===== src/inc/backup_ctrl_consts.vh =====
`ifndef BACKUP_CTRL_CONSTS_VH
`define BACKUP_CTRL_CONSTS_VH

// clock rate of clk_in
`define CLK_FREQ_MHZ      125
// self-timed transfer durations, in microseconds
`define STORE_TIME_US     10000
`define RESTORE_TIME_US   5000
// width of the transfer timer
`define TIMER_W           32
// backup copy of the configuration bits after reset (factory state)
`define BP_RESET          2'h0
`define ROLLOVER_RESET    1'h0
`define ASE_RESET         1'h0
// timer constants
`define TMR_ZERO          32'h0
`define TMR_ONE           32'h1

`endif


===== src/design/xfer_timer.v =====
`timescale 1ns/1ps

// counts one self-timed transfer; done_out pulses once when it runs out
module xfer_timer
#(
    parameter W = 32
)
(
    input  wire         clk_in,
    input  wire         rstn_in,
    input  wire         ce_in,
    input  wire         start_in,
    input  wire         abort_in,
    input  wire [W-1:0] count_in,
    output reg          done_out
);

    reg [W-1:0] cnt_reg;
    wire [W-1:0] zero_w = {W{1'b0}};
    wire [W-1:0] one_w  = {{(W-1){1'b0}}, 1'b1};

    always @(posedge clk_in)
    begin
        if (!rstn_in)
        begin
            cnt_reg  <= {W{1'b0}};
            done_out <= 1'b0;
        end
        else if (ce_in)
        begin
            done_out <= 1'b0;
            if (abort_in)
                cnt_reg <= zero_w;
            // loading one less puts done on the count-th edge after start;
            // a count below two is not supported
            else if (start_in)
                cnt_reg <= count_in - one_w;
            else if (cnt_reg != zero_w)
            begin
                cnt_reg <= cnt_reg - one_w;
                done_out <= (cnt_reg == one_w);
            end
        end
    end

endmodule


===== src/design/backup_store_recall_control.v =====
`timescale 1ns/1ps
`include "backup_ctrl_consts.vh"

module backup_store_recall_control
#(
    parameter STORE_CYCLES   = `STORE_TIME_US * `CLK_FREQ_MHZ,
    parameter RESTORE_CYCLES = `RESTORE_TIME_US * `CLK_FREQ_MHZ
)
(
    input  wire       clk_in,
    input  wire       rstn_in,
    input  wire       ce_in,
    input  wire       cap_above_trip_in,
    input  wire       vcc_above_cap_in,
    input  wire       cs_n_in,
    input  wire       cmd_store_in,
    input  wire       cmd_recall_in,
    input  wire       cmd_hibernate_in,
    input  wire       array_write_in,
    input  wire [1:0] block_protect_bits_in,
    input  wire       rollover_select_in,
    input  wire       automatic_save_disable_in,
    output reg        busy_flag_out,
    output reg        cmd_enable_out,
    output reg        status_enable_out,
    output reg        so_enable_out,
    output reg        store_start_out,
    output reg        recall_start_out,
    output reg        recall_abort_out,
    output reg        cfg_load_out,
    output reg  [1:0] block_protect_bits_out,
    output reg        rollover_select_out,
    output reg        automatic_save_disable_out,
    output reg        modified_out,
    output reg        low_power_out,
    output reg        vcc_connect_out
);

    localparam [2:0] ST_OFF        = 3'h0;
    localparam [2:0] ST_RECALL     = 3'h1;
    localparam [2:0] ST_READY      = 3'h2;
    localparam [2:0] ST_STORE      = 3'h3;
    localparam [2:0] ST_AUTO_STORE = 3'h4;
    localparam [2:0] ST_HIB_SAVE   = 3'h5;
    localparam [2:0] ST_HIB        = 3'h6;

    // transfer lengths are cut to the timer width; the defaults fit
    localparam [`TIMER_W-1:0] STORE_CNT   = STORE_CYCLES;
    localparam [`TIMER_W-1:0] RESTORE_CNT = RESTORE_CYCLES;

    // pin synchronisers; the first stage feeds only the second
    reg cap_meta_reg;
    reg cap_sync_reg;
    reg cap_prev_reg;
    reg vcc_meta_reg;
    reg vcc_sync_reg;
    reg cs_meta_reg;
    reg cs_sync_reg;
    reg cs_prev_reg;

    reg [2:0] state_reg;
    reg [2:0] state_next;
    reg       hib_pend_reg;
    reg       hib_pend_next;
    reg       modified_reg;
    reg       modified_next;
    reg [1:0] saved_bp_reg;
    reg       saved_ro_reg;
    reg       saved_ase_reg;

    reg       tmr_start;
    reg       tmr_store;
    reg       do_store;
    reg       do_recall;
    reg       do_abort;
    reg       do_cfg_load;

    wire      tmr_done;
    wire      cap_rise = cap_sync_reg & ~cap_prev_reg;
    wire      cap_fall = ~cap_sync_reg & cap_prev_reg;
    wire      cs_rise  = cs_sync_reg & ~cs_prev_reg;
    wire      cs_fall  = ~cs_sync_reg & cs_prev_reg;
    // one timer serves both transfer kinds, since only one can run at a time
    wire [`TIMER_W-1:0] tmr_count = tmr_store ? STORE_CNT : RESTORE_CNT;

    xfer_timer
    #(
        .W (`TIMER_W)
    )
    u_timer
    (
        .clk_in   (clk_in),
        .rstn_in  (rstn_in),
        .ce_in    (ce_in),
        .start_in (tmr_start),
        .abort_in (do_abort),
        .count_in (tmr_count),
        .done_out (tmr_done)
    );

    always @(posedge clk_in)
    begin
        if (!rstn_in)
        begin
            cap_meta_reg <= 1'b0;
            cap_sync_reg <= 1'b0;
            cap_prev_reg <= 1'b0;
            vcc_meta_reg <= 1'b0;
            vcc_sync_reg <= 1'b0;
            cs_meta_reg  <= 1'b1;
            cs_sync_reg  <= 1'b1;
            cs_prev_reg  <= 1'b1;
        end
        else if (ce_in)
        begin
            cap_meta_reg <= cap_above_trip_in;
            cap_sync_reg <= cap_meta_reg;
            cap_prev_reg <= cap_sync_reg;
            vcc_meta_reg <= vcc_above_cap_in;
            vcc_sync_reg <= vcc_meta_reg;
            cs_meta_reg  <= cs_n_in;
            cs_sync_reg  <= cs_meta_reg;
            cs_prev_reg  <= cs_sync_reg;
        end
    end

    always @*
    begin
        state_next    = state_reg;
        hib_pend_next = hib_pend_reg;
        tmr_start     = 1'b0;
        tmr_store     = 1'b0;
        do_store      = 1'b0;
        do_recall     = 1'b0;
        do_abort      = 1'b0;
        do_cfg_load   = 1'b0;
        modified_next = modified_reg;
        case (state_reg)
            ST_OFF:
            begin
                // the first rise after reset is caught because prev starts low
                if (cap_rise)
                begin
                    state_next = ST_RECALL;
                    tmr_start  = 1'b1;
                    do_recall  = 1'b1;
                end
            end
            ST_RECALL:
            begin
                if (cap_fall)
                begin
                    state_next = ST_OFF;
                    do_abort   = 1'b1;
                end
                else if (tmr_done)
                begin
                    state_next  = ST_READY;
                    do_cfg_load = 1'b1;
                end
            end
            ST_READY:
            begin
                if (cap_fall)
                begin
                    hib_pend_next = 1'b0;
                    if (!automatic_save_disable_in && modified_reg)
                    begin
                        state_next = ST_AUTO_STORE;
                        tmr_start  = 1'b1;
                        tmr_store  = 1'b1;
                        do_store   = 1'b1;
                    end
                    else
                        state_next = ST_OFF;
                end
                else if (cmd_store_in)
                begin
                    state_next = ST_STORE;
                    tmr_start  = 1'b1;
                    tmr_store  = 1'b1;
                    do_store   = 1'b1;
                end
                else if (cmd_recall_in)
                begin
                    state_next = ST_RECALL;
                    tmr_start  = 1'b1;
                    do_recall  = 1'b1;
                end
                else if (cmd_hibernate_in)
                    hib_pend_next = 1'b1;
                else if (hib_pend_reg && cs_rise)
                begin
                    hib_pend_next = 1'b0;
                    if (modified_reg)
                    begin
                        state_next = ST_HIB_SAVE;
                        tmr_start  = 1'b1;
                        tmr_store  = 1'b1;
                        do_store   = 1'b1;
                    end
                    else
                        state_next = ST_HIB;
                end
            end
            ST_STORE, ST_AUTO_STORE, ST_HIB_SAVE:
            begin
                // a save always runs out, even if the supply drops or returns
                if (tmr_done)
                begin
                    if (!cap_sync_reg)
                        state_next = ST_OFF;
                    else if (state_reg == ST_AUTO_STORE)
                    begin
                        state_next = ST_RECALL;
                        tmr_start  = 1'b1;
                        do_recall  = 1'b1;
                    end
                    else if (state_reg == ST_HIB_SAVE)
                        state_next = ST_HIB;
                    else
                        state_next = ST_READY;
                end
            end
            ST_HIB:
            begin
                // the synchronisers keep running so chip select can wake us
                if (cap_fall)
                    state_next = ST_OFF;
                else if (cs_fall)
                begin
                    state_next = ST_RECALL;
                    tmr_start  = 1'b1;
                    do_recall  = 1'b1;
                end
            end
            default:
            begin
                state_next    = ST_OFF;
                hib_pend_next = 1'b0;
            end
        endcase
        // clear on completion; a write never falls in that cycle, since it only marks in ST_READY
        if (tmr_done)
            modified_next = 1'b0;
        if (array_write_in && state_reg == ST_READY && !cap_fall)
            modified_next = 1'b1;
    end

    always @(posedge clk_in)
    begin
        if (!rstn_in)
        begin
            state_reg              <= ST_OFF;
            hib_pend_reg           <= 1'b0;
            modified_reg           <= 1'b0;
            saved_bp_reg           <= `BP_RESET;
            saved_ro_reg           <= `ROLLOVER_RESET;
            saved_ase_reg          <= `ASE_RESET;
            busy_flag_out          <= 1'b0;
            cmd_enable_out         <= 1'b0;
            status_enable_out      <= 1'b0;
            so_enable_out          <= 1'b0;
            store_start_out        <= 1'b0;
            recall_start_out       <= 1'b0;
            recall_abort_out       <= 1'b0;
            cfg_load_out           <= 1'b0;
            block_protect_bits_out <= `BP_RESET;
            rollover_select_out    <= `ROLLOVER_RESET;
            automatic_save_disable_out  <= `ASE_RESET;
            modified_out           <= 1'b0;
            low_power_out          <= 1'b0;
            vcc_connect_out        <= 1'b0;
        end
        else if (ce_in)
        begin
            state_reg        <= state_next;
            hib_pend_reg     <= hib_pend_next;
            modified_reg     <= modified_next;
            modified_out     <= modified_next;
            store_start_out  <= do_store;
            recall_start_out <= do_recall;
            recall_abort_out <= do_abort;
            cfg_load_out     <= do_cfg_load;
            if (do_store)
            begin
                saved_bp_reg  <= block_protect_bits_in;
                saved_ro_reg  <= rollover_select_in;
                saved_ase_reg <= automatic_save_disable_in;
            end
            if (do_cfg_load)
            begin
                block_protect_bits_out <= saved_bp_reg;
                rollover_select_out    <= saved_ro_reg;
                automatic_save_disable_out  <= saved_ase_reg;
            end
            // busy follows the state live, so a held status read sees it drop
            busy_flag_out <= (state_next == ST_RECALL) ||
                             (state_next == ST_STORE) ||
                             (state_next == ST_AUTO_STORE) ||
                             (state_next == ST_HIB_SAVE);
            // shown in step with the state; the state itself gates the commands
            cmd_enable_out <= (state_next == ST_READY) &&
                              cap_sync_reg;
            status_enable_out <= cap_sync_reg &&
                                 (state_next != ST_OFF) &&
                                 (state_next != ST_HIB);
            so_enable_out <= cap_sync_reg &&
                             (state_next != ST_OFF) &&
                             (state_next != ST_HIB);
            low_power_out <= (state_next == ST_HIB);
            // the switch is not closed while a save runs, so the cap is not drained
            // back into a sagging supply
            if (cap_fall)
                vcc_connect_out <= 1'b0;
            else if (vcc_sync_reg &&
                     (state_next != ST_STORE) &&
                     (state_next != ST_AUTO_STORE) &&
                     (state_next != ST_HIB_SAVE))
                vcc_connect_out <= 1'b1;
        end
    end

endmodule


===== config.mk =====
export PLATFORM = sky130hd
export DESIGN_NAME = backup_store_recall_control
export DESIGN_NICKNAME = d
export VERILOG_FILES = /design/src/design/xfer_timer.v /design/src/design/backup_store_recall_control.v
export VERILOG_INCLUDE_DIRS = /design/src /design/src/inc
export SDC_FILE = /design/constraint.sdc
export NUM_CORES = 1
export LEC_CHECK = 0
export ABC_AREA = 1
export BUFFER_PORTS_ARGS = -buffer_cell sky130_fd_sc_hd__buf_2
export CAP_MARGIN = 40
export CORE_MARGIN = 1
export CORE_UTILIZATION = 45
export CTS_BUF_LIST = sky130_fd_sc_hd__clkbuf_8
export CTS_CLUSTER_DIAMETER = 120
export DETAILED_ROUTE_END_ITERATION = 6
export GPL_ROUTABILITY_DRIVEN = 1
export HOLD_SLACK_MARGIN = 0.06
export PLACE_DENSITY_LB_ADDON = 0.05
export SLEW_MARGIN = 20
export SYNTH_ARGS = -nofsm -noshare
export SYNTH_HDL_FRONTEND = slang
export SYNTH_HIERARCHICAL = 1
export SYNTH_SLANG_ARGS = --single-unit
export TNS_END_PERCENT = 1

===== constraint.sdc =====
create_clock -name clk_in -period 2.58 [get_ports clk_in]
set_input_delay 0.645 -clock clk_in [delete_from_list [all_inputs] [get_ports clk_in]]
set_output_delay 0.645 -clock clk_in [all_outputs]
set_load 0.02 [all_outputs]

==> flow_summary.toml, run 1 <==
[status]
outcome = "finished, final reports clean"

[setup_path]
cpMaxStageDelayCell = "dfxtp_1"
end_kind = "flip-flop"
crit_path_max_fanout = 29
worstPathCellList = "nand2_1 > nor2_1 > nand3_1 > nand2_1 > inv_1 > nand3_1 > nor2_1 > nand2_1 > nor2_1 > nand2_1 > nor2_2 > nand2_2 > nand2_4 > nor2_4 > buf_12 > o21ai_0 > a21oi_1"
crit_arrival_ns = 2.56
critPathLaunchType = "flip-flop"
critPathKind = "flip-flop to flip-flop"
cp.required_ns = 2.87
cpPeakStageDelay_ns = 0.47
cpMostUsedCell = "nand2_1"

[grt]
grt_max_degree = 34
overflow = 0
grtUsageTotal = 0.258
antenna_found_initial = 0
grt_pass1_wl_mm = 22.9
grt_pass1_vias = 5074

[cells_and_area]
fin_cells = 1080
final_layout_size_suffix_gt1_frac = 0.121
largest_register_ffs = 32
final_common_cell = "nand2_1"
antenna_cells = 0
mostFrequentLayoutCells = "nand2_1, nor2_1, inv_1"
area_growth_syn_to_layout_pct = 15.9
nNetsFinal = 956

[yosys]
synth_cell_types = 39
syn_area_um2 = 4890
synthCells = 847
ys_seq_area_frac = 0.258
synth_area_per_cell_um2 = 5.78
ys_ff_latch = 63
yosysWarnings = 6

[clock_tree]
post-cts-setup-buffers = 0
clock_path_buffers = 2
cts_made_buffers = 9
ctsHoldBuffers = 0
cts_root_buf = "clkbuf_8"
cts_num_sinks = 63
clkTransAtPathRegs_ns = 0.08
htree_levels = 3
clk_latency_ns = 0.36
cts_resized = 0
cts_tree = "built"

[timing]
min_period_over_period = 0.879
clock_skew_ns = 0.00415
setup_slack_ns = 0.312
rsz0062_at_grt = "no"
slew_viol_final = 0
timing.fmax_mhz = 441
finalHoldViolations = 0
tns_ns = 0
finalSetupViolCount = 0
period_needed_ns = 2.27

[die]
die_area_um2 = 11300
die_h_um = 106
rows = 37
dieWidth_um = 106
core_area_um2 = 10400
io_pins = 29
start_util = 0.470

[min_path]
hold_class = "flip-flop to flip-flop"

[detailed_routing]
ant_nets = 0
wirelength_mm = 13.5
vias_per_cell = 5.01
vias = 5416
drtPass1Iterations = 5
wire_per_inst_um = 12.5
drc_errors = 0
drt_iter0_markers = 362

[power_and_ir_drop]
power_leakage_nw = 2.61
peakVddDrop_v = 0.000428
power_density_nw_per_um2 = 671

[place]
io_buffer_count = 28
place_ws_ns = 0.0267
dp_hpwl_mm = 10.3
gp_congestion = 0.962
dp.cells = 1064

[flow_run]
maxCapViolCount = 0
-- metal layers --
layer	wire [µm]	GRT usage	vias up
met3	457	0.0417	32
met5	0	0	-
li1	-	-	2831
met1	5830	0.287	2426
met4	559	0.138	0
met2	6660	0.468	127
-- cells in the mapped netlist (all sizes together) --
library cell,count,area (µm²)
ha,3,37.5
nand3b,7,52.6
a21boi,1,7.51
clkbuf,14,52.6
a21oi,64,362
and2,2,12.5
buf,9,70.1
o211ai,1,7.51
or2,2,12.5
conb,2,7.51
nand4,13,81.3
o21a,1,7.51
inv,88,330
nand2,256,1010
o21ai,53,265
a311oi,1,8.76
nand3,78,450
nor4,1,6.26
dfxtp,63,1260
nor3,2,10.0
a22oi,1,7.51
o21bai,9,67.6
xor2,9,78.8
a41oi,1,8.76
nor2,165,667
nor2b,1,13.8
-- through the flow --
stage                      util  power (W)  instance area [µm²]  hold WS [ns]
after floorplan               -    0.00253                 5120         0.429
after global placement    0.525    0.00287                 5470         0.441
after detailed placement  0.525    0.00290                 5470         0.444
after CTS                 0.545    0.00382                 5670         0.456
after global routing      0.545    0.00415                 5670         0.485
final                     0.545    0.00381                 5670         0.453
-- worst paths after layout --
kind | start | endpoint | slack [ns] | depth (start not counted)
worst max-delay path | state_reg[1] | u_timer/cnt_reg[1] | 0.31 | 17
worst min-delay path | saved_bp_reg[1] | saved_bp_reg[1] | 0.45 | 2
worst max register to register | state_reg[1] | u_timer/cnt_reg[1] | 0.31 | 17
worst min register to register | saved_bp_reg[1] | saved_bp_reg[1] | 0.45 | 2
-- final cells by class --
cell class / instances / area, µm²
Timing Repair Buffer: 42 / 295
Tap cell: 136 / 170
Sequential cell: 63 / 1260
Multi-Input combinational cell: 735 / 3410
Clock inverter: 7 / 80.1
Clock buffer: 9 / 124
Inverter: 88 / 330
Fill cell: 1101 / 4740
-- where the power goes --
group | internal, W | switching [W]
Sequential | 0.00108 | 0.000135
Combinational | 0.000575 | 0.00111
Clock | 0.000459 | 0.000449
Total | 0.00212 | 0.00169
-- worst max-delay path: cells and delay by family (launching register included) --
kind	cells	cell delay [ns]
compound gates	2	0.25
flops	1	0.47
buf+inv	2	0.28
simple gates	13	1.18
-- cells by family (layout without fill, tap and decap cells) --
kind of cell	count (synthesis)	count (layout)	share of synthesized area
buffers and inverters	111	146	0.0926
other	2	64	0.00154
adders and majority gates	3	3	0.00767
DFF	63	63	0.258
xor gates and xnor gates	9	9	0.0161
and+or+nand+nor	527	527	0.473
AOI/OAI and AO/OA	132	132	0.152
(Power assumes the default switching activity.)
==> run 2: changes to the inputs <==
--- a/config.mk
+++ b/config.mk
@@ -6,7 +6,6 @@
 export SDC_FILE = /design/constraint.sdc
 export NUM_CORES = 1
 export LEC_CHECK = 0
-export ABC_AREA = 1
 export BUFFER_PORTS_ARGS = -buffer_cell sky130_fd_sc_hd__buf_2
 export CAP_MARGIN = 40
 export CORE_MARGIN = 1
==> run 2 against run 1 <==
Clock power decreased by 2.6%. Synthesized cell count decreased by 36%. Setup slack got worse by 0.23 ns. Die area decreased by 12%. Via count decreased by 20%. Highest routed layer unchanged. Sequential power increased by 4%. Synthesized area decreased by 12%. Critical endpoint is now u_timer/cnt_reg[21]. Clock skew increased by 0.0098 ns. Maximum frequency decreased by 9.3%. Clock-buffer cell count unchanged. Register-to-register slack got worse by 0.23 ns.
==> flow_summary.toml, run 2 <==
[grt]
overflow = 0
grt_max_degree = 37
antenna_found_initial = 0
grt_pass1_wl_mm = 19.2
grtUsageTotal = 0.242
grt_pass1_vias = 3983

[cells_and_area]
nNetsFinal = 691
largest_register_ffs = 32
multiInputGateArea_um2 = 3070
mostFrequentLayoutCells = "conb_1, nor2_1, dfxtp_1"
design_area_um2 = 5340
fin_cells = 808
fillerInstances = 912
final_common_cell = "conb_1"
antenna_cells = 0
final_layout_size_suffix_gt1_frac = 0.200
seqCellArea_um2 = 1260
area_growth_syn_to_layout_pct = 24.8

[clock_tree]
clock_path_buffers = 2
clk_latency_ns = 0.36
htree_levels = 3
cts_root_buf = "clkbuf_8"
cts_num_sinks = 63
cts_made_buffers = 9
ctsHoldBuffers = 0
cts_tree = "built"
clkTransAtPathRegs_ns = 0.09

[detailed_routing]
vias = 4354
drt_iter0_markers = 239
wirelength_mm = 11.7
wire_per_inst_um = 14.5
ant_nets = 0
drtPass1Iterations = 4
vias_per_cell = 5.39
drc_errors = 0

[power_and_ir_drop]
p_sw_frac = 0.405
p_switching_w = 0.00161
p_int_w = 0.00236
peakVddDrop_v = 0.000501
pwr-share-seq = 0.320
pwr-share-comb = 0.457
power_leakage_nw = 2.19
power_density_nw_per_um2 = 743
clkPwrFrac = 0.223

[min_path]
hp-start = "u_timer/cnt_reg[14]"
hold_class = "flip-flop to flip-flop"

[timing]
worst_pin_slew_ns = 0.799
clock_skew_ns = 0.0139
finalSetupViolCount = 0
rsz0062_at_grt = "yes"
slew_viol_final = 0
min_period_over_period = 0.969
period_needed_ns = 2.50
slew_headroom = 0.463
finalHoldViolations = 0
setup_slack_ns = 0.0797
tns_ns = 0
timing.fmax_mhz = 400

[setup_path]
cp.required_ns = 2.86
critPathKind = "flip-flop to flip-flop"
end_kind = "flip-flop"
worstReg2RegStart = "state_reg[1]"
critPathLaunchType = "flip-flop"
crit_path_start = "state_reg[1]"
crit_arrival_ns = 2.78
crit_path_max_fanout = 10

[yosys]
ys_top_cells_by_area = "dfxtp_1, nor2_1, a21oi_1"
synth_area_per_cell_um2 = 7.94
synth.most_common_cell = "nor2_1"
synth_edf_count = 0
syn_area_um2 = 4280
synth_common_cells = "nor2_1, dfxtp_1, a21oi_1"
synth_top_area_share = 0.295
synthCells = 539
synth_cell_types = 74
yosysWarnings = 6
ys_ff_latch = 63
async_flop_share = 0
ys_seq_area_frac = 0.295
synth_area_leader_cell = "dfxtp_1"
synthFlopType = "dfxtp_1"

[place]
placed_cell_area_um2 = 5060
gp_congestion = 0.898
io_buffer_count = 28
place_ws_ns = -0.278
dp_hpwl_mm = 8.52
dp.cells = 788

[die]
start_util = 0.463
rows = 35
io_pins = 29
core_area_um2 = 9240
dieWidth_um = 99.5
die_h_um = 99.5
die_area_um2 = 9910

[flow_run]
maxCapViolCount = 0

[status]
outcome = "finished, final reports clean"
==> run 2: power groups by stage <==
stage / Clock (W) / Combinational, W / Sequential [W]
2_1_floorplan: 0 / 0.00114 / 0.00125
3_3_place_gp: 0 / 0.00168 / 0.00129
3_5_place_dp: 0 / 0.00170 / 0.00129
4_1_cts: 0.000906 / 0.00171 / 0.00127
5_1_grt: 0.000952 / 0.00200 / 0.00130
6_report: 0.000884 / 0.00181 / 0.00127
==> run 2: cells by family (layout without fill, tap and decap cells) <==
kind of cell	after synthesis	after routing	synth area share
and+or+nand+nor	232	232	0.297
AOI/OAI and AO/OA	144	144	0.231
xor gates and xnor gates	29	29	0.0593
muxes	20	20	0.0470
DFF	63	63	0.295
other	2	70	0.00175
buffers and inverters	46	118	0.0605
adders and majority gates	3	3	0.00877
==> run 2: final cells by class <==
| class | instances | area share |
|---|---|---|
| sequential | 63 | 0.236 |
| clock buffer | 9 | 0.0232 |
| clock inverter | 7 | 0.0138 |
| tap | 129 | 0.0302 |
| inverter | 17 | 0.0126 |
| timing repair buffer | 85 | 0.110 |
| multi-input combinational | 498 | 0.574 |
==> run 2: worst paths after layout <==
check	depth (start not counted)	slack [ns]	end
max	11	0.08	u_timer/cnt_reg[21]
min	2	0.46	u_timer/cnt_reg[14]
max reg2reg	11	0.08	u_timer/cnt_reg[21]
min reg2reg	2	0.46	u_timer/cnt_reg[14]
==> run 2: repair_timing <==
action	CTS	global route
cloned	0	1
resized for setup	1	17
setup endpoints to repair	1	29
setup buffers	0	3
pin swaps	0	3
==> run 2: routing by layer <==
metal  vias to the layer above  part of all wire  global-route usage
met1                      2043              0.49               0.329
met4                         0             0.013              0.0520
met5                         -                 0                   0
met2                        99              0.45               0.387
li1                       2196                 -                   -
met3                        16             0.044              0.0597
==> run 2: worst max-delay path: stages (launching register included) <==
cell and delay, ns:
dfxtp_2 0.33, buf_4 0.16, and2b_1 0.18, nand3_1 0.08, o22ai_1 0.07, or2_2 0.32, or3_1 0.39, o41ai_4 0.35
nand2_1 0.11, buf_4 0.20, o21ai_0 0.10, o2bb2ai_1 0.13
==> run 2: per-stage QoR <==
step,total power [W],utilization,hold slack (ns)
2_1_floorplan,0.00239,-,0.429
3_3_place_gp,0.00297,0.547,0.440
3_5_place_dp,0.00299,0.547,0.443
4_1_cts,0.00389,0.569,0.456
5_1_grt,0.00425,0.578,0.485
6_report,0.00397,0.578,0.455
